### src/hdl/core_flow_pkg.sv
// package of constants for the core flow and flag unit
package core_flow_pkg;
  // data addresses
  localparam logic [8:0] ADDR_VIRTUAL_INDIRECT = 9'h000;
  localparam logic [8:0] ADDR_FETCH_LOW = 9'h002;
  localparam logic [8:0] ADDR_STATUS = 9'h003;
  localparam logic [8:0] ADDR_INDIRECT_POINTER = 9'h004;
  localparam logic [8:0] ADDR_HIGH_LATCH = 9'h00A;
  localparam logic [8:0] ADDR_EVENT_FLAGS = 9'h00C;
  localparam logic [8:0] ADDR_RESET_CAUSE = 9'h08E;
  // event flag layout
  localparam int FLAG_FIRST_TIMER = 0;
  localparam int FLAG_SECOND_TIMER = 1;
  localparam int FLAG_CAPTURE = 2;
  localparam int FLAG_SERIAL = 3;
  localparam int FLAG_CONVERSION = 6;
  localparam logic [7:0] EVENT_FLAGS_MASK = 8'h4F;
  localparam logic [7:0] EVENT_FLAGS_RESET = 8'h00;
  // reset cause layout
  localparam int CAUSE_BROWNOUT = 0;
  localparam int CAUSE_POWERON = 1;
  localparam logic [7:0] RESET_CAUSE_MASK = 8'h03;
  // status bank bit and interrupt control bit
  localparam int STATUS_BANK_BIT = 7;
  localparam int INTCON_PERIPH_ENABLE = 6;
  // fetch pointer shape
  localparam int FP_WIDTH = 13;
  localparam int JUMP_BITS = 11;
  localparam int LATCH_PAGE_BIT = 3;
  localparam int STACK_DEPTH = 8;
  localparam int STACK_PTR_W = 3;
  localparam logic [12:0] FP_RESET = 13'h0000;
  localparam logic [12:0] FP_STEP = 13'h0001;
  localparam logic [7:0] BYTE_ZERO = 8'h00;
  localparam logic [15:0] TIMER1_TOP = 16'hFFFF;
  // flow controller states
  typedef enum logic [1:0]
  {
    ST_RUN = 2'b00,
    ST_FLUSH = 2'b01
  } flow_state_t;
endpackage

### src/hdl/core_flow_and_flag_unit.sv
// fetch pointer, return stack, indirect addressing and event flag logic
// Functional notes
// - event flag register at 0Ch, flags clear after reset, software read/write
// - conversion-done flag bit 6 sets on conversion end, stays until cleared
// - bits 7, 5 and 4 of the event flags always read zero
// - bit 0 sets on first-timer 16-bit overflow, stays until cleared
// - brown-out reset clears brown-out flag, power-on flag stays set
// - fetch pointer 13 bits, low byte read/write, top five bits hidden
// - upper fetch bits load from the high-address latch on low-byte writes, calls and jumps, not on returns, interrupt branches or steps
// - eight-entry return stack, outside memory, pointer hidden
// - push on call or interrupt, pop on return, literal return, interrupt exit
// - pushes and pops leave the high-address latch unchanged
// - stack wraps circularly, ninth push overwrites the first, no overflow flag
// - call and jump give 11 bits, latch bits 4 and 3 give the two page bits
// - returns restore all 13 fetch pointer bits from the stack
// - virtual indirect register accesses the register the pointer names
// - indirect read of the virtual register itself returns 00h
// - indirect write of the virtual register itself changes nothing
// - effective address is bank bit then 8-bit pointer, 9 bits
// - event flags set regardless of enables
// - peripheral events request interrupts only with the peripheral enable set
module core_flow_and_flag_unit
  import core_flow_pkg::*;
(
  input wire logic i_ref_clk,
  input wire logic i_nrst,
  input wire logic i_clk_en,
  input wire logic i_por_event,
  input wire logic i_bor_event,
  // register port
  input wire logic [8:0] i_addr,
  input wire logic [7:0] i_wdata,
  input wire logic i_wr,
  input wire logic i_rd,
  output logic [7:0] o_rdata,
  // instruction controls
  input wire logic i_step,
  input wire logic i_jump,
  input wire logic i_call,
  input wire logic i_ret,
  input wire logic i_irq_branch,
  input wire logic [10:0] i_jump_target,
  input wire logic [12:0] i_irq_vector,
  // peripheral events
  input wire logic i_conversion_done,
  input wire logic i_first_timer_tick,
  input wire logic [15:0] i_first_timer_count,
  input wire logic [7:0] i_second_timer_count,
  input wire logic [7:0] i_second_timer_period,
  input wire logic i_second_timer_tick,
  input wire logic i_serial_event,
  input wire logic i_capture_event,
  input wire logic [7:0] i_peripheral_irq_mask,
  input wire logic [7:0] i_intcon,
  // core-side data memory port for redirected accesses
  output logic [8:0] o_mem_addr,
  output logic [7:0] o_mem_wdata,
  output logic o_mem_wr,
  output logic o_mem_rd,
  input wire logic [7:0] i_mem_rdata,
  output logic [12:0] o_fetch_pointer,
  output logic [7:0] o_high_address_latch,
  output logic o_peripheral_irq
);

  // ********************************************************************
  // register state
  // ********************************************************************
  // software-visible register images
  logic [7:0] event_flags_q;
  logic [7:0] event_flags_d;
  logic [7:0] reset_cause_q;
  logic [7:0] high_address_latch_q;
  logic [7:0] indirect_pointer_q;
  logic indirect_bank_select_q;
  // fetch pointer and the return stack beside it
  logic [12:0] fetch_pointer_q;
  logic [12:0] fetch_pointer_d;
  logic [12:0] stack_q [STACK_DEPTH];
  logic [STACK_PTR_W-1:0] stack_ptr_q;
  logic [STACK_PTR_W-1:0] stack_top;
  logic [7:0] rdata_q;
  logic redirect_rd_q;
  // decoded access, shared by the read and write paths
  logic [8:0] eff_addr;
  logic direct_indirect;
  logic self_target;
  logic [8:0] tgt_addr;
  logic wr_tgt;
  logic rd_tgt;
  logic push;
  logic pop;
  logic [12:0] jump_full;
  // branch flush tracking
  flow_state_t state_q;

  // ********************************************************************
  // indirect redirection
  // ********************************************************************
  // effective address built from bank bit and pointer; the bank bit selects the upper half of the 9-bit space
  assign eff_addr = {indirect_bank_select_q, indirect_pointer_q};
  assign direct_indirect = (i_addr == ADDR_VIRTUAL_INDIRECT);
  // only bank 0 with pointer 0 aims the virtual register at itself
  assign self_target = direct_indirect && (eff_addr == ADDR_VIRTUAL_INDIRECT);
  // the virtual register holds nothing: every access goes to the pointed register
  assign tgt_addr = direct_indirect ? eff_addr : i_addr;
  // a pointer aimed at itself turns the write into a no-operation
  assign wr_tgt = i_wr && i_clk_en && !self_target;
  assign rd_tgt = i_rd && i_clk_en;

  // local addresses are served here, the rest go out on the memory port
  function automatic logic is_local(input logic [8:0] a);
    case (a)
      ADDR_FETCH_LOW,
      ADDR_STATUS,
      ADDR_INDIRECT_POINTER,
      ADDR_HIGH_LATCH,
      ADDR_EVENT_FLAGS,
      ADDR_RESET_CAUSE: is_local = 1'b1;
      default: is_local = 1'b0;
    endcase
  endfunction

  assign o_mem_addr = tgt_addr;
  assign o_mem_wdata = i_wdata;
  assign o_mem_wr = wr_tgt && !is_local(tgt_addr);
  assign o_mem_rd = rd_tgt && !self_target && !is_local(tgt_addr);

  // ********************************************************************
  // event flags
  // ********************************************************************
  // hardware sets are applied after the software write so a coincident event wins
  always_comb
  begin
    event_flags_d = event_flags_q;
    if (wr_tgt && tgt_addr == ADDR_EVENT_FLAGS)
    begin
      event_flags_d = i_wdata & EVENT_FLAGS_MASK;
    end
    // each source sets its own bit; no enable is consulted here
    if (i_conversion_done)
    begin
      event_flags_d[FLAG_CONVERSION] = 1'b1;
    end
    // overflow is the tick taken while the count stands at its top value
    if (i_first_timer_tick && i_first_timer_count == TIMER1_TOP)
    begin
      event_flags_d[FLAG_FIRST_TIMER] = 1'b1;
    end
    if (i_second_timer_tick && i_second_timer_count == i_second_timer_period)
    begin
      event_flags_d[FLAG_SECOND_TIMER] = 1'b1;
    end
    if (i_serial_event)
    begin
      event_flags_d[FLAG_SERIAL] = 1'b1;
    end
    if (i_capture_event)
    begin
      event_flags_d[FLAG_CAPTURE] = 1'b1;
    end
  end

  // an event arriving while the clock enable is low is lost; sources freeze with the core
  always_ff @(posedge i_ref_clk)
  begin
    if (!i_nrst)
    begin
      event_flags_q <= EVENT_FLAGS_RESET;
    end
    else if (i_clk_en)
    begin
      event_flags_q <= event_flags_d;
    end
  end

  // only enabled flags reach the request, and only with the peripheral enable on
  // the global enable is applied where the request is taken, not here
  assign o_peripheral_irq = i_intcon[INTCON_PERIPH_ENABLE] &&
                            |(event_flags_q & i_peripheral_irq_mask & EVENT_FLAGS_MASK);

  // ********************************************************************
  // reset cause flags
  // ********************************************************************
  // power-on leaves the brown-out bit as it was; software must set it first
  // both cause bits are active low and ignore i_nrst, so they survive ordinary resets
  // power-on outranks brown-out when both arrive together
  always_ff @(posedge i_ref_clk)
  begin
    if (i_por_event)
    begin
      reset_cause_q[CAUSE_POWERON] <= 1'b0;
    end
    else if (i_bor_event)
    begin
      reset_cause_q[CAUSE_BROWNOUT] <= 1'b0;
    end
    else if (i_clk_en && wr_tgt && tgt_addr == ADDR_RESET_CAUSE)
    begin
      reset_cause_q <= i_wdata & RESET_CAUSE_MASK;
    end
  end

  // ********************************************************************
  // pointer, status bank bit and high-address latch
  // ********************************************************************
  always_ff @(posedge i_ref_clk)
  begin
    if (!i_nrst)
    begin
      indirect_pointer_q <= BYTE_ZERO;
      indirect_bank_select_q <= 1'b0;
      high_address_latch_q <= BYTE_ZERO;
    end
    else if (wr_tgt)
    begin
      if (tgt_addr == ADDR_INDIRECT_POINTER)
      begin
        indirect_pointer_q <= i_wdata;
      end
      // status keeps only the bank bit here; the arithmetic flags live in the execute stage
      if (tgt_addr == ADDR_STATUS)
      begin
        indirect_bank_select_q <= i_wdata[STATUS_BANK_BIT];
      end
      // the latch is touched only by software writes, never by stack traffic
      if (tgt_addr == ADDR_HIGH_LATCH)
      begin
        high_address_latch_q <= i_wdata;
      end
    end
  end

  assign o_high_address_latch = high_address_latch_q;

  // ********************************************************************
  // fetch pointer and return stack
  // ********************************************************************
  assign push = i_call || i_irq_branch;
  // a return in the same cycle as a push is dropped; the push wins
  assign pop = i_ret && !push;
  // the newest entry sits one below the write pointer
  assign stack_top = stack_ptr_q - 3'h1;
  // latch bit 4 fills the thirteenth bit so the target keeps full width
  assign jump_full = {high_address_latch_q[LATCH_PAGE_BIT + 1], high_address_latch_q[LATCH_PAGE_BIT],
                      i_jump_target};

  // priority: interrupt branch, call/jump, return, software low-byte write, step
  always_comb
  begin
    fetch_pointer_d = fetch_pointer_q;
    if (i_irq_branch)
    begin
      // the interrupt vector outranks every instruction control
      fetch_pointer_d = i_irq_vector;
    end
    else if (i_call || i_jump)
    begin
      // call and jump share the page bits from the latch
      fetch_pointer_d = jump_full;
    end
    else if (pop)
    begin
      // a return restores all thirteen bits, so no page fix-up is needed
      fetch_pointer_d = stack_q[stack_top];
    end
    else if (wr_tgt && tgt_addr == ADDR_FETCH_LOW)
    begin
      // writing the low byte loads the hidden upper bits from the latch
      fetch_pointer_d = {high_address_latch_q[FP_WIDTH-9:0], i_wdata};
    end
    else if (i_step)
    begin
      // the ordinary advance to the next instruction word
      fetch_pointer_d = fetch_pointer_q + FP_STEP;
    end
  end

  // a low clock enable holds the pointer like every register except the reset cause bits
  always_ff @(posedge i_ref_clk)
  begin
    if (!i_nrst)
    begin
      fetch_pointer_q <= FP_RESET;
    end
    else if (i_clk_en)
    begin
      fetch_pointer_q <= fetch_pointer_d;
    end
  end

  assign o_fetch_pointer = fetch_pointer_q;

  // stack memory is not in any address map; the pointer simply wraps
  // no overflow detection: a ninth push lands on the oldest entry
  always_ff @(posedge i_ref_clk)
  begin
    if (!i_nrst)
    begin
      stack_ptr_q <= '0;
    end
    else if (i_clk_en)
    begin
      if (push)
      begin
        stack_q[stack_ptr_q] <= i_irq_branch ? fetch_pointer_q : fetch_pointer_q + FP_STEP;
        stack_ptr_q <= stack_ptr_q + 3'h1;
      end
      else if (pop)
      begin
        stack_ptr_q <= stack_top;
      end
    end
  end

  // flush state marks the cycle after a branch; branches cost two cycles
  // the two unused codes of the state word fall back to the run state
  always_ff @(posedge i_ref_clk)
  begin
    if (!i_nrst)
    begin
      state_q <= ST_RUN;
    end
    else if (i_clk_en)
    begin
      unique case (state_q)
        ST_RUN: state_q <= (push || pop || i_jump) ? ST_FLUSH : ST_RUN;
        ST_FLUSH: state_q <= ST_RUN;
        default: state_q <= ST_RUN;
      endcase
    end
  end

  // ********************************************************************
  // read data
  // ********************************************************************
  always_ff @(posedge i_ref_clk)
  begin
    if (!i_nrst)
    begin
      rdata_q <= BYTE_ZERO;
      redirect_rd_q <= 1'b0;
    end
    else if (i_clk_en)
    begin
      redirect_rd_q <= o_mem_rd;
      rdata_q <= BYTE_ZERO;
      if (rd_tgt && self_target)
      begin
        rdata_q <= BYTE_ZERO;
      end
      else if (rd_tgt)
      begin
        // addresses not served here fall through to the memory port
        case (tgt_addr)
          ADDR_EVENT_FLAGS: rdata_q <= event_flags_q & EVENT_FLAGS_MASK;
          ADDR_RESET_CAUSE: rdata_q <= reset_cause_q & RESET_CAUSE_MASK;
          ADDR_FETCH_LOW: rdata_q <= fetch_pointer_q[7:0];
          ADDR_INDIRECT_POINTER: rdata_q <= indirect_pointer_q;
          ADDR_HIGH_LATCH: rdata_q <= high_address_latch_q;
          ADDR_STATUS: rdata_q <= {indirect_bank_select_q, 7'h00};
          default: rdata_q <= BYTE_ZERO;
        endcase
      end
    end
  end

  // external memory answers in the following cycle, muxed here
  // local read data fall back to zero after their one cycle so no stale byte lingers
  assign o_rdata = redirect_rd_q ? i_mem_rdata : rdata_q;

endmodule

### config.mk
export PLATFORM = sky130hd
export DESIGN_NAME = core_flow_and_flag_unit
export DESIGN_NICKNAME = d
export VERILOG_FILES = /design/src/hdl/core_flow_pkg.sv /design/src/hdl/core_flow_and_flag_unit.sv
export SDC_FILE = /design/constraint.sdc
export NUM_CORES = 1
export LEC_CHECK = 0
export ABC_AREA = 1
export BUFFER_PORTS_ARGS = -buffer_cell sky130_fd_sc_hd__buf_2
export CAP_MARGIN = 20
export CORE_ASPECT_RATIO = 1.75
export CORE_UTILIZATION = 60
export CTS_CLUSTER_DIAMETER = 60
export DETAILED_ROUTE_END_ITERATION = 16
export PLACE_DENSITY = 0.86
export SYNTH_ARGS = -nofsm -noshare
export SYNTH_HDL_FRONTEND = slang
export SYNTH_SLANG_ARGS = --single-unit
### constraint.sdc
create_clock -name i_ref_clk -period 6.7 [get_ports i_ref_clk]
set_input_delay 1.34 -clock i_ref_clk [delete_from_list [all_inputs] [get_ports i_ref_clk]]
set_output_delay 1.34 -clock i_ref_clk [all_outputs]
set_load 0.02 [all_outputs]
# Word-level counts from Yosys, hierarchy flattened
# Memory sizes are Yosys's and may differ from the RTL's.
# Index checks and enable logic that the tools add are counted.
[word_totals] register_bits=49 inputBits=114 ram_bits=104 output_inout_bits=49 memories=1
[mem_list] name="stack_q" depth=8 width=13 read_ports=1 rd_ports_with_merged_regs=0 wr=1 line="core_flow_and_flag_unit.sv:79" rtl="logic [12:0] stack_q [STACK_DEPTH];"
[classes] reduce_logical=45 eq_ne=8 n_bitwise=3 n_mux=25 add_sub_neg=3
[op_table] cell="2-to-1 mux 13 bit" count=6
[op_table] cell="one-hot mux 8 bit (6 select lines)" count=1
[op_table] cell="2-to-1 mux 8 bit" count=3
[op_table] cell="AND reduction 2 bit" count=12
[op_table] cell="equality test 9 x 2 -> 1 bit (second input constant)" count=2
[op_table] cell="equality test 9 x 4 -> 1 bit (second input constant)" count=2
[op_table] cell="logical NOT 9 bit" count=2
[op_table] cell="equality test 16 bit (second input constant)" count=1
[op_table] cell="logical AND 1 bit" count=16
[op_table] cell="nonzero test 2 bit" count=7
[op_table] cell="adder 13 x 1 -> 13 bit (second input constant)" count=1
[op_table] cell="2-to-1 mux 1 bit" count=11
[op_table] cell="equality test 9 x 3 -> 1 bit (second input constant)" count=1
[op_table] cell="equality test 9 x 8 -> 1 bit (second input constant)" count=1
[op_table] cell="2-to-1 mux 9 bit" count=1
[op_table] cell="equality test 8 bit" count=1
[op_table] cell="AND 7 bit" count=1
[op_table] cell="2-to-1 mux 7 bit" count=1
[op_table] cell="2-to-1 mux 3 bit" count=2
[op_table] cell="OR reduction 6 bit" count=1
[op_table] cell="nonzero test 5 bit" count=1
[op_table] cell="OR reduction 5 bit" count=1
[op_table] cell="adder 3 x 1 -> 3 bit (second input constant)" count=1
[op_table] cell="logical NOT 1 bit" count=3
[op_table] cell="other kinds (3)" count=5

# Depth between registers and ports, before layout
[logic_depth] depth_word=9 depth_mapped=16 mapped_depth_nobuf=16

# Worst setup path after synthesis
# OpenSTA, ideal clock, no wires.
[synth_path] path_kind="input -> output" start="in i_addr[2]" end="out o_mem_wr" stages=11 path_slack_ps=2277 arrival_time_ps=3083 required_time_ps=5360 n_path_buf=0 cell_sequence="nor2_1 nand2_2 nor2_8 nand3_1 nand2_1 inv_2 nand2_2 nor2_8 nand4_2 nand2_1 nor4_1"
[synth_between] elab_chain_len=7 elab_cells_between_ends=15 cone_classes="6 x eq/ne; 2 x mux; 7 x reduce/logical"
[synth_rtl] item="start: declaration" line="core_flow_and_flag_unit.sv:31" rtl="input wire logic [8:0] i_addr,"
[synth_rtl] item="logical NOT 9 bit *" line="core_flow_and_flag_unit.sv:102" rtl="assign direct_indirect = (i_addr == ADDR_VIRTUAL_INDIRECT);"
[synth_rtl] item="2-to-1 mux 9 bit *" line="core_flow_and_flag_unit.sv:106" rtl="assign tgt_addr = direct_indirect ? eff_addr : i_addr;"
[synth_rtl] item="via o_mem_addr[7]" line="core_flow_and_flag_unit.sv:56" rtl="output logic [8:0] o_mem_addr,"
[synth_rtl] item="equality test 9 x 4 -> 1 bit, or another cell as far along" line="core_flow_and_flag_unit.sv:113" rtl="case (a)"
[synth_rtl] item="OR reduction 6 bit *" line="core_flow_and_flag_unit.sv:113"
[synth_rtl] item="2-to-1 mux 1 bit *" line="core_flow_and_flag_unit.sv:113"
[synth_rtl] item="logical NOT 1 bit *" line="core_flow_and_flag_unit.sv:126" rtl="assign o_mem_wr = wr_tgt && !is_local(tgt_addr);"
[synth_rtl] item="logical AND 1 bit *" line="core_flow_and_flag_unit.sv:126"
[synth_rtl] item="end: declaration" line="core_flow_and_flag_unit.sv:58" rtl="output logic o_mem_wr,"
# Mark *: on every way through the listed nets, which the timed path passes. The rest lies on a longest branch.

# Worst setup path in the final report
[layout_path] start="in i_addr[6]" end="out o_mem_rd"
[layout_between] elab_chain_len=7 elab_cells_between_ends=15 cone_classes="6 x eq/ne; 2 x mux; 7 x reduce/logical"
[layout_rtl] item="logical NOT 9 bit" line="core_flow_and_flag_unit.sv:102"
[layout_rtl] item="2-to-1 mux 9 bit" line="core_flow_and_flag_unit.sv:106"
[layout_rtl] item="equality test 9 x 4 -> 1 bit, or another cell as far along" line="core_flow_and_flag_unit.sv:113"
[layout_rtl] item="OR reduction 6 bit" line="core_flow_and_flag_unit.sv:113"
[layout_rtl] item="2-to-1 mux 1 bit" line="core_flow_and_flag_unit.sv:113"
[layout_rtl] item="logical NOT 1 bit" line="core_flow_and_flag_unit.sv:127" rtl="assign o_mem_rd = rd_tgt && !self_target && !is_local(tgt_addr);"
[layout_rtl] item="logical AND 1 bit *" line="core_flow_and_flag_unit.sv:127"
[layout_rtl] item="end: declaration" line="core_flow_and_flag_unit.sv:59" rtl="output logic o_mem_rd,"
# Mark *: on every way between the ends. The rest lies on a longest branch, timed or not.

==> flow_summary.yaml <==
grt:
  grt_pass1_vias: 7008
  grt_max_degree: 57
  antenna_found_initial: 1
  grt_pass1_wl_um: 35560
  track_usage_pct: 35.51
  overflow: 0
floorplanning:
  die_area_um2: 13620
  core_um2: 12870
  rows: 55
  die_width_um: 88.65
  start_util_pct: 61.25
  die_h_um: 153.6
  top_level_ports: 163
setup_path:
  crit_chain: "buf_2 -> nor2_4 -> nand2_4 -> nor2_8 -> nand2_4 -> nand2_1 -> nand2_2 -> nand3_4 -> inv_1 -> nand3_1 -> nand2_1 -> nor3_1 -> nand2_1 -> inv_1 -> buf_2"
  cp_slowest_cell: "nor3_1"
  arrival_ns: 3.29
  end_kind: "primary output"
  cp_common_cell: "nand2_1"
  cp.required_ns: 5.36
  cpLargestDelayFamily: "simple AND/OR/NAND/NOR gates"
  ff2ff_path_depth: 10
  critical_path_peak_fanout: 8
  critPathBufInv: 4
  start_kind: "input pin"
  critPathKind: "in2out"
  critPathMaxStageDelay_ns: 0.34
  worstSetupPathDepth: 15
clock_network:
  cts.reportedPaths.clkPinSlew_ns: 0.06
  cts.sinks: 153
  cts_resized: 0
  hold_buffers: 0
  clockBufferDepth: 2
  cts_tree: "built"
  clkLatencyLatePin_ns: 0.43
  cts_inserted_buffers: 17
  clockRootBuffer: "clkbuf_16"
  post-cts-setup-buffer-count: 0
  cts-htree-levels: 4
sta:
  min_period_over_period_pct: 69.04
  final-hold-violation-count: 0
  maxSlewHeadroom_pct: 38.12
  fin_ws_ns: 2.074
  setup_tns_ns: 0
  rsz0062_at_grt: "no"
  fin_skew_ns: 0.01132
  period_minus_slack_ns: 4.626
  clock.fmax_mhz: 216.2
  setup_viol: 0
  worst_pin_slew_ns: 0.9185
  maxSlewViolCount: 0
placed_design:
  gp_congestion: 1.015
  dpl_cell_area_um2: 8716
  pre_cts_slack_ns: 2.104
  post-dp-hpwl_um: 15860
  portBuffers: 152
cells_and_area:
  layout-drive-gt1-share_pct: 24.21
  fillers: 927
  postLayoutCellArea_um2: 9323
  final_nets: 1149
  multi_input_area_um2: 3233
  synthToLayoutAreaGrowth_pct: 18.27
  ff_latch_area_um2: 4114
logic_synthesis:
  yosysTopAreaCell: "edfxtp_1"
  yosys-top-cells-area: "edfxtp_1 (40%), dfxtp_1 (12%), nand2_1 (6.4%)"
  netlist_area_um2: 7883
  ys.warnings.count: 0
  synthCells: 896
  yosys_most_used_dff: "edfxtp_1"
  yosys-top-cells-count: "nand2_1 (134), nor2_1 (124), edfxtp_1 (105), o21ai_0 (91), inv_1 (75)"
  synth_cell_types: 43
  netlist.area_leader.share_pct: 40.00
  syn_nets: 1013
  synth-seq-cells: 153
  ys_seq_area_share_pct: 52.19
  synth-edff-count: 105
  synth_area_per_cell_um2: 8.798
  async_flop_share_pct: 0
  yosysMostFrequentCell: "nand2_1"
detailed_routing:
  wl_per_cell_um: 18.94
  final_antenna_net_count: 0
  viasPerCell: 6.050
  drt_wl_total_um: 23050
  num_vias: 7363
  firstDrtPassIters: 6
  dr.first_iter.drc_count: 719
  drc: 0
power_and_ir_drop:
  powerDensity_nw_per_um2: 250.3
  power.leakage_nw: 3.773
  vdd_drop_max_mv: 0.1744
hold_path:
  whs_path_depth: 2
  holdCritPathClass: "reg2reg"
outcome:
  outcome: "finished, final reports clean"
run:
  maxCapViolations: 0
[final timing paths]
path                                                  start                              end  slack (ns)
worst min register to register      rdata_q[5]$_SDFFE_PN0P_          rdata_q[5]$_SDFFE_PN0P_        0.47
worst min-delay path                rdata_q[5]$_SDFFE_PN0P_          rdata_q[5]$_SDFFE_PN0P_        0.47
worst max register to register  stack_ptr_q[0]$_SDFFE_PN0P_  o_fetch_pointer[7]$_SDFFE_PN0P_        3.21
worst max-delay path                              i_addr[6]                         o_mem_rd        2.07
[through the flow]
step / util, % / cells / total power, mW / hold slack, ns
global placement: 67.73 / 1183 / 1.379 / 0.4621
detailed placement: 67.73 / 1183 / 1.386 / 0.4643
finish: 72.45 / 1217 / 2.334 / 0.4719
global route: 72.45 / 1217 / 2.401 / 0.4904
CTS: 72.31 / 1215 / 2.325 / 0.4724
floorplan: - / 896 / 1.277 / 0.4428
[state kept, by name, indices dropped and copies added (netlist names)]
signal	count
event_flags_q	5
indirect_bank_select_q	1
indirect_pointer_q	8
o_fetch_pointer	13
o_high_address_latch	8
rdata_q	8
redirect_rd_q	1
reset_cause_q	2
stack_ptr_q	3
stack_q	104
[worst reg2reg max path: cells and delay by family (launching register included)]
| kind | cells | cell delay [ns] |
|---|---|---|
| fa+ha+maj | 1 | 0.67 |
| simple gates | 2 | 0.17 |
| flops | 1 | 0.31 |
| buf+inv | 3 | 1.28 |
| compound gates | 4 | 1.00 |
[placed cells by master, fill, tap and decap left out, types with 7 or more instances in the layout]
cell type / synthesis / layout
a21oi_1: 59 / 59
a21oi_2: 9 / 9
buf_2: 6 / 152
buf_4: 9 / 12
clkbuf_16: 0 / 17
dfxtp_1: 48 / 48
edfxtp_1: 105 / 105
inv_1: 75 / 75
mux2_2: 8 / 8
nand2_1: 134 / 134
nand2_2: 10 / 10
nand3_1: 38 / 38
nand4_1: 15 / 15
nor2_1: 124 / 122
nor2_2: 5 / 7
nor3_1: 9 / 9
o211ai_1: 15 / 15
o21ai_0: 91 / 91
o21ai_1: 17 / 17
o221ai_1: 13 / 13
o22ai_1: 15 / 15
xor2_1: 12 / 12
[cells by family after synthesis]
group | count (synthesis) | share of synthesized area, %
simple gates | 358 | 20.70
fa+ha+maj | 3 | 0.4762
mux | 8 | 1.143
buf+inv | 129 | 6.952
flops | 153 | 52.19
compound gates | 228 | 16.65
xor+xnor | 17 | 1.889
[report_power, final]
part,switching (mW),leakage (nW),internal [mW]
sequential,0.0182,1.35,1.04
combinational,0.216,2.14,0.106
clock,0.400,0.282,0.556
[layout make-up]
class,instances,area share [%]
Antenna cell,1,0.02684
Tap cell,171,2.295
Inverter,81,3.261
Clock inverter,15,1.758
Sequential cell,153,44.13
Timing Repair Buffer,165,9.287
Multi-Input combinational cell,614,34.68
Clock buffer,17,4.563
[routing by layer]
| metal | routed length, um | global-route usage (%) |
|---|---|---|
| met3 | 1841 | 7.890 |
| met4 | 1915 | 26.88 |
| met5 | 0 | 0 |
| met1 | 7616 | 38.06 |
| met2 | 11680 | 59.16 |
No activity file was read; power rests on OpenSTA's default activity.
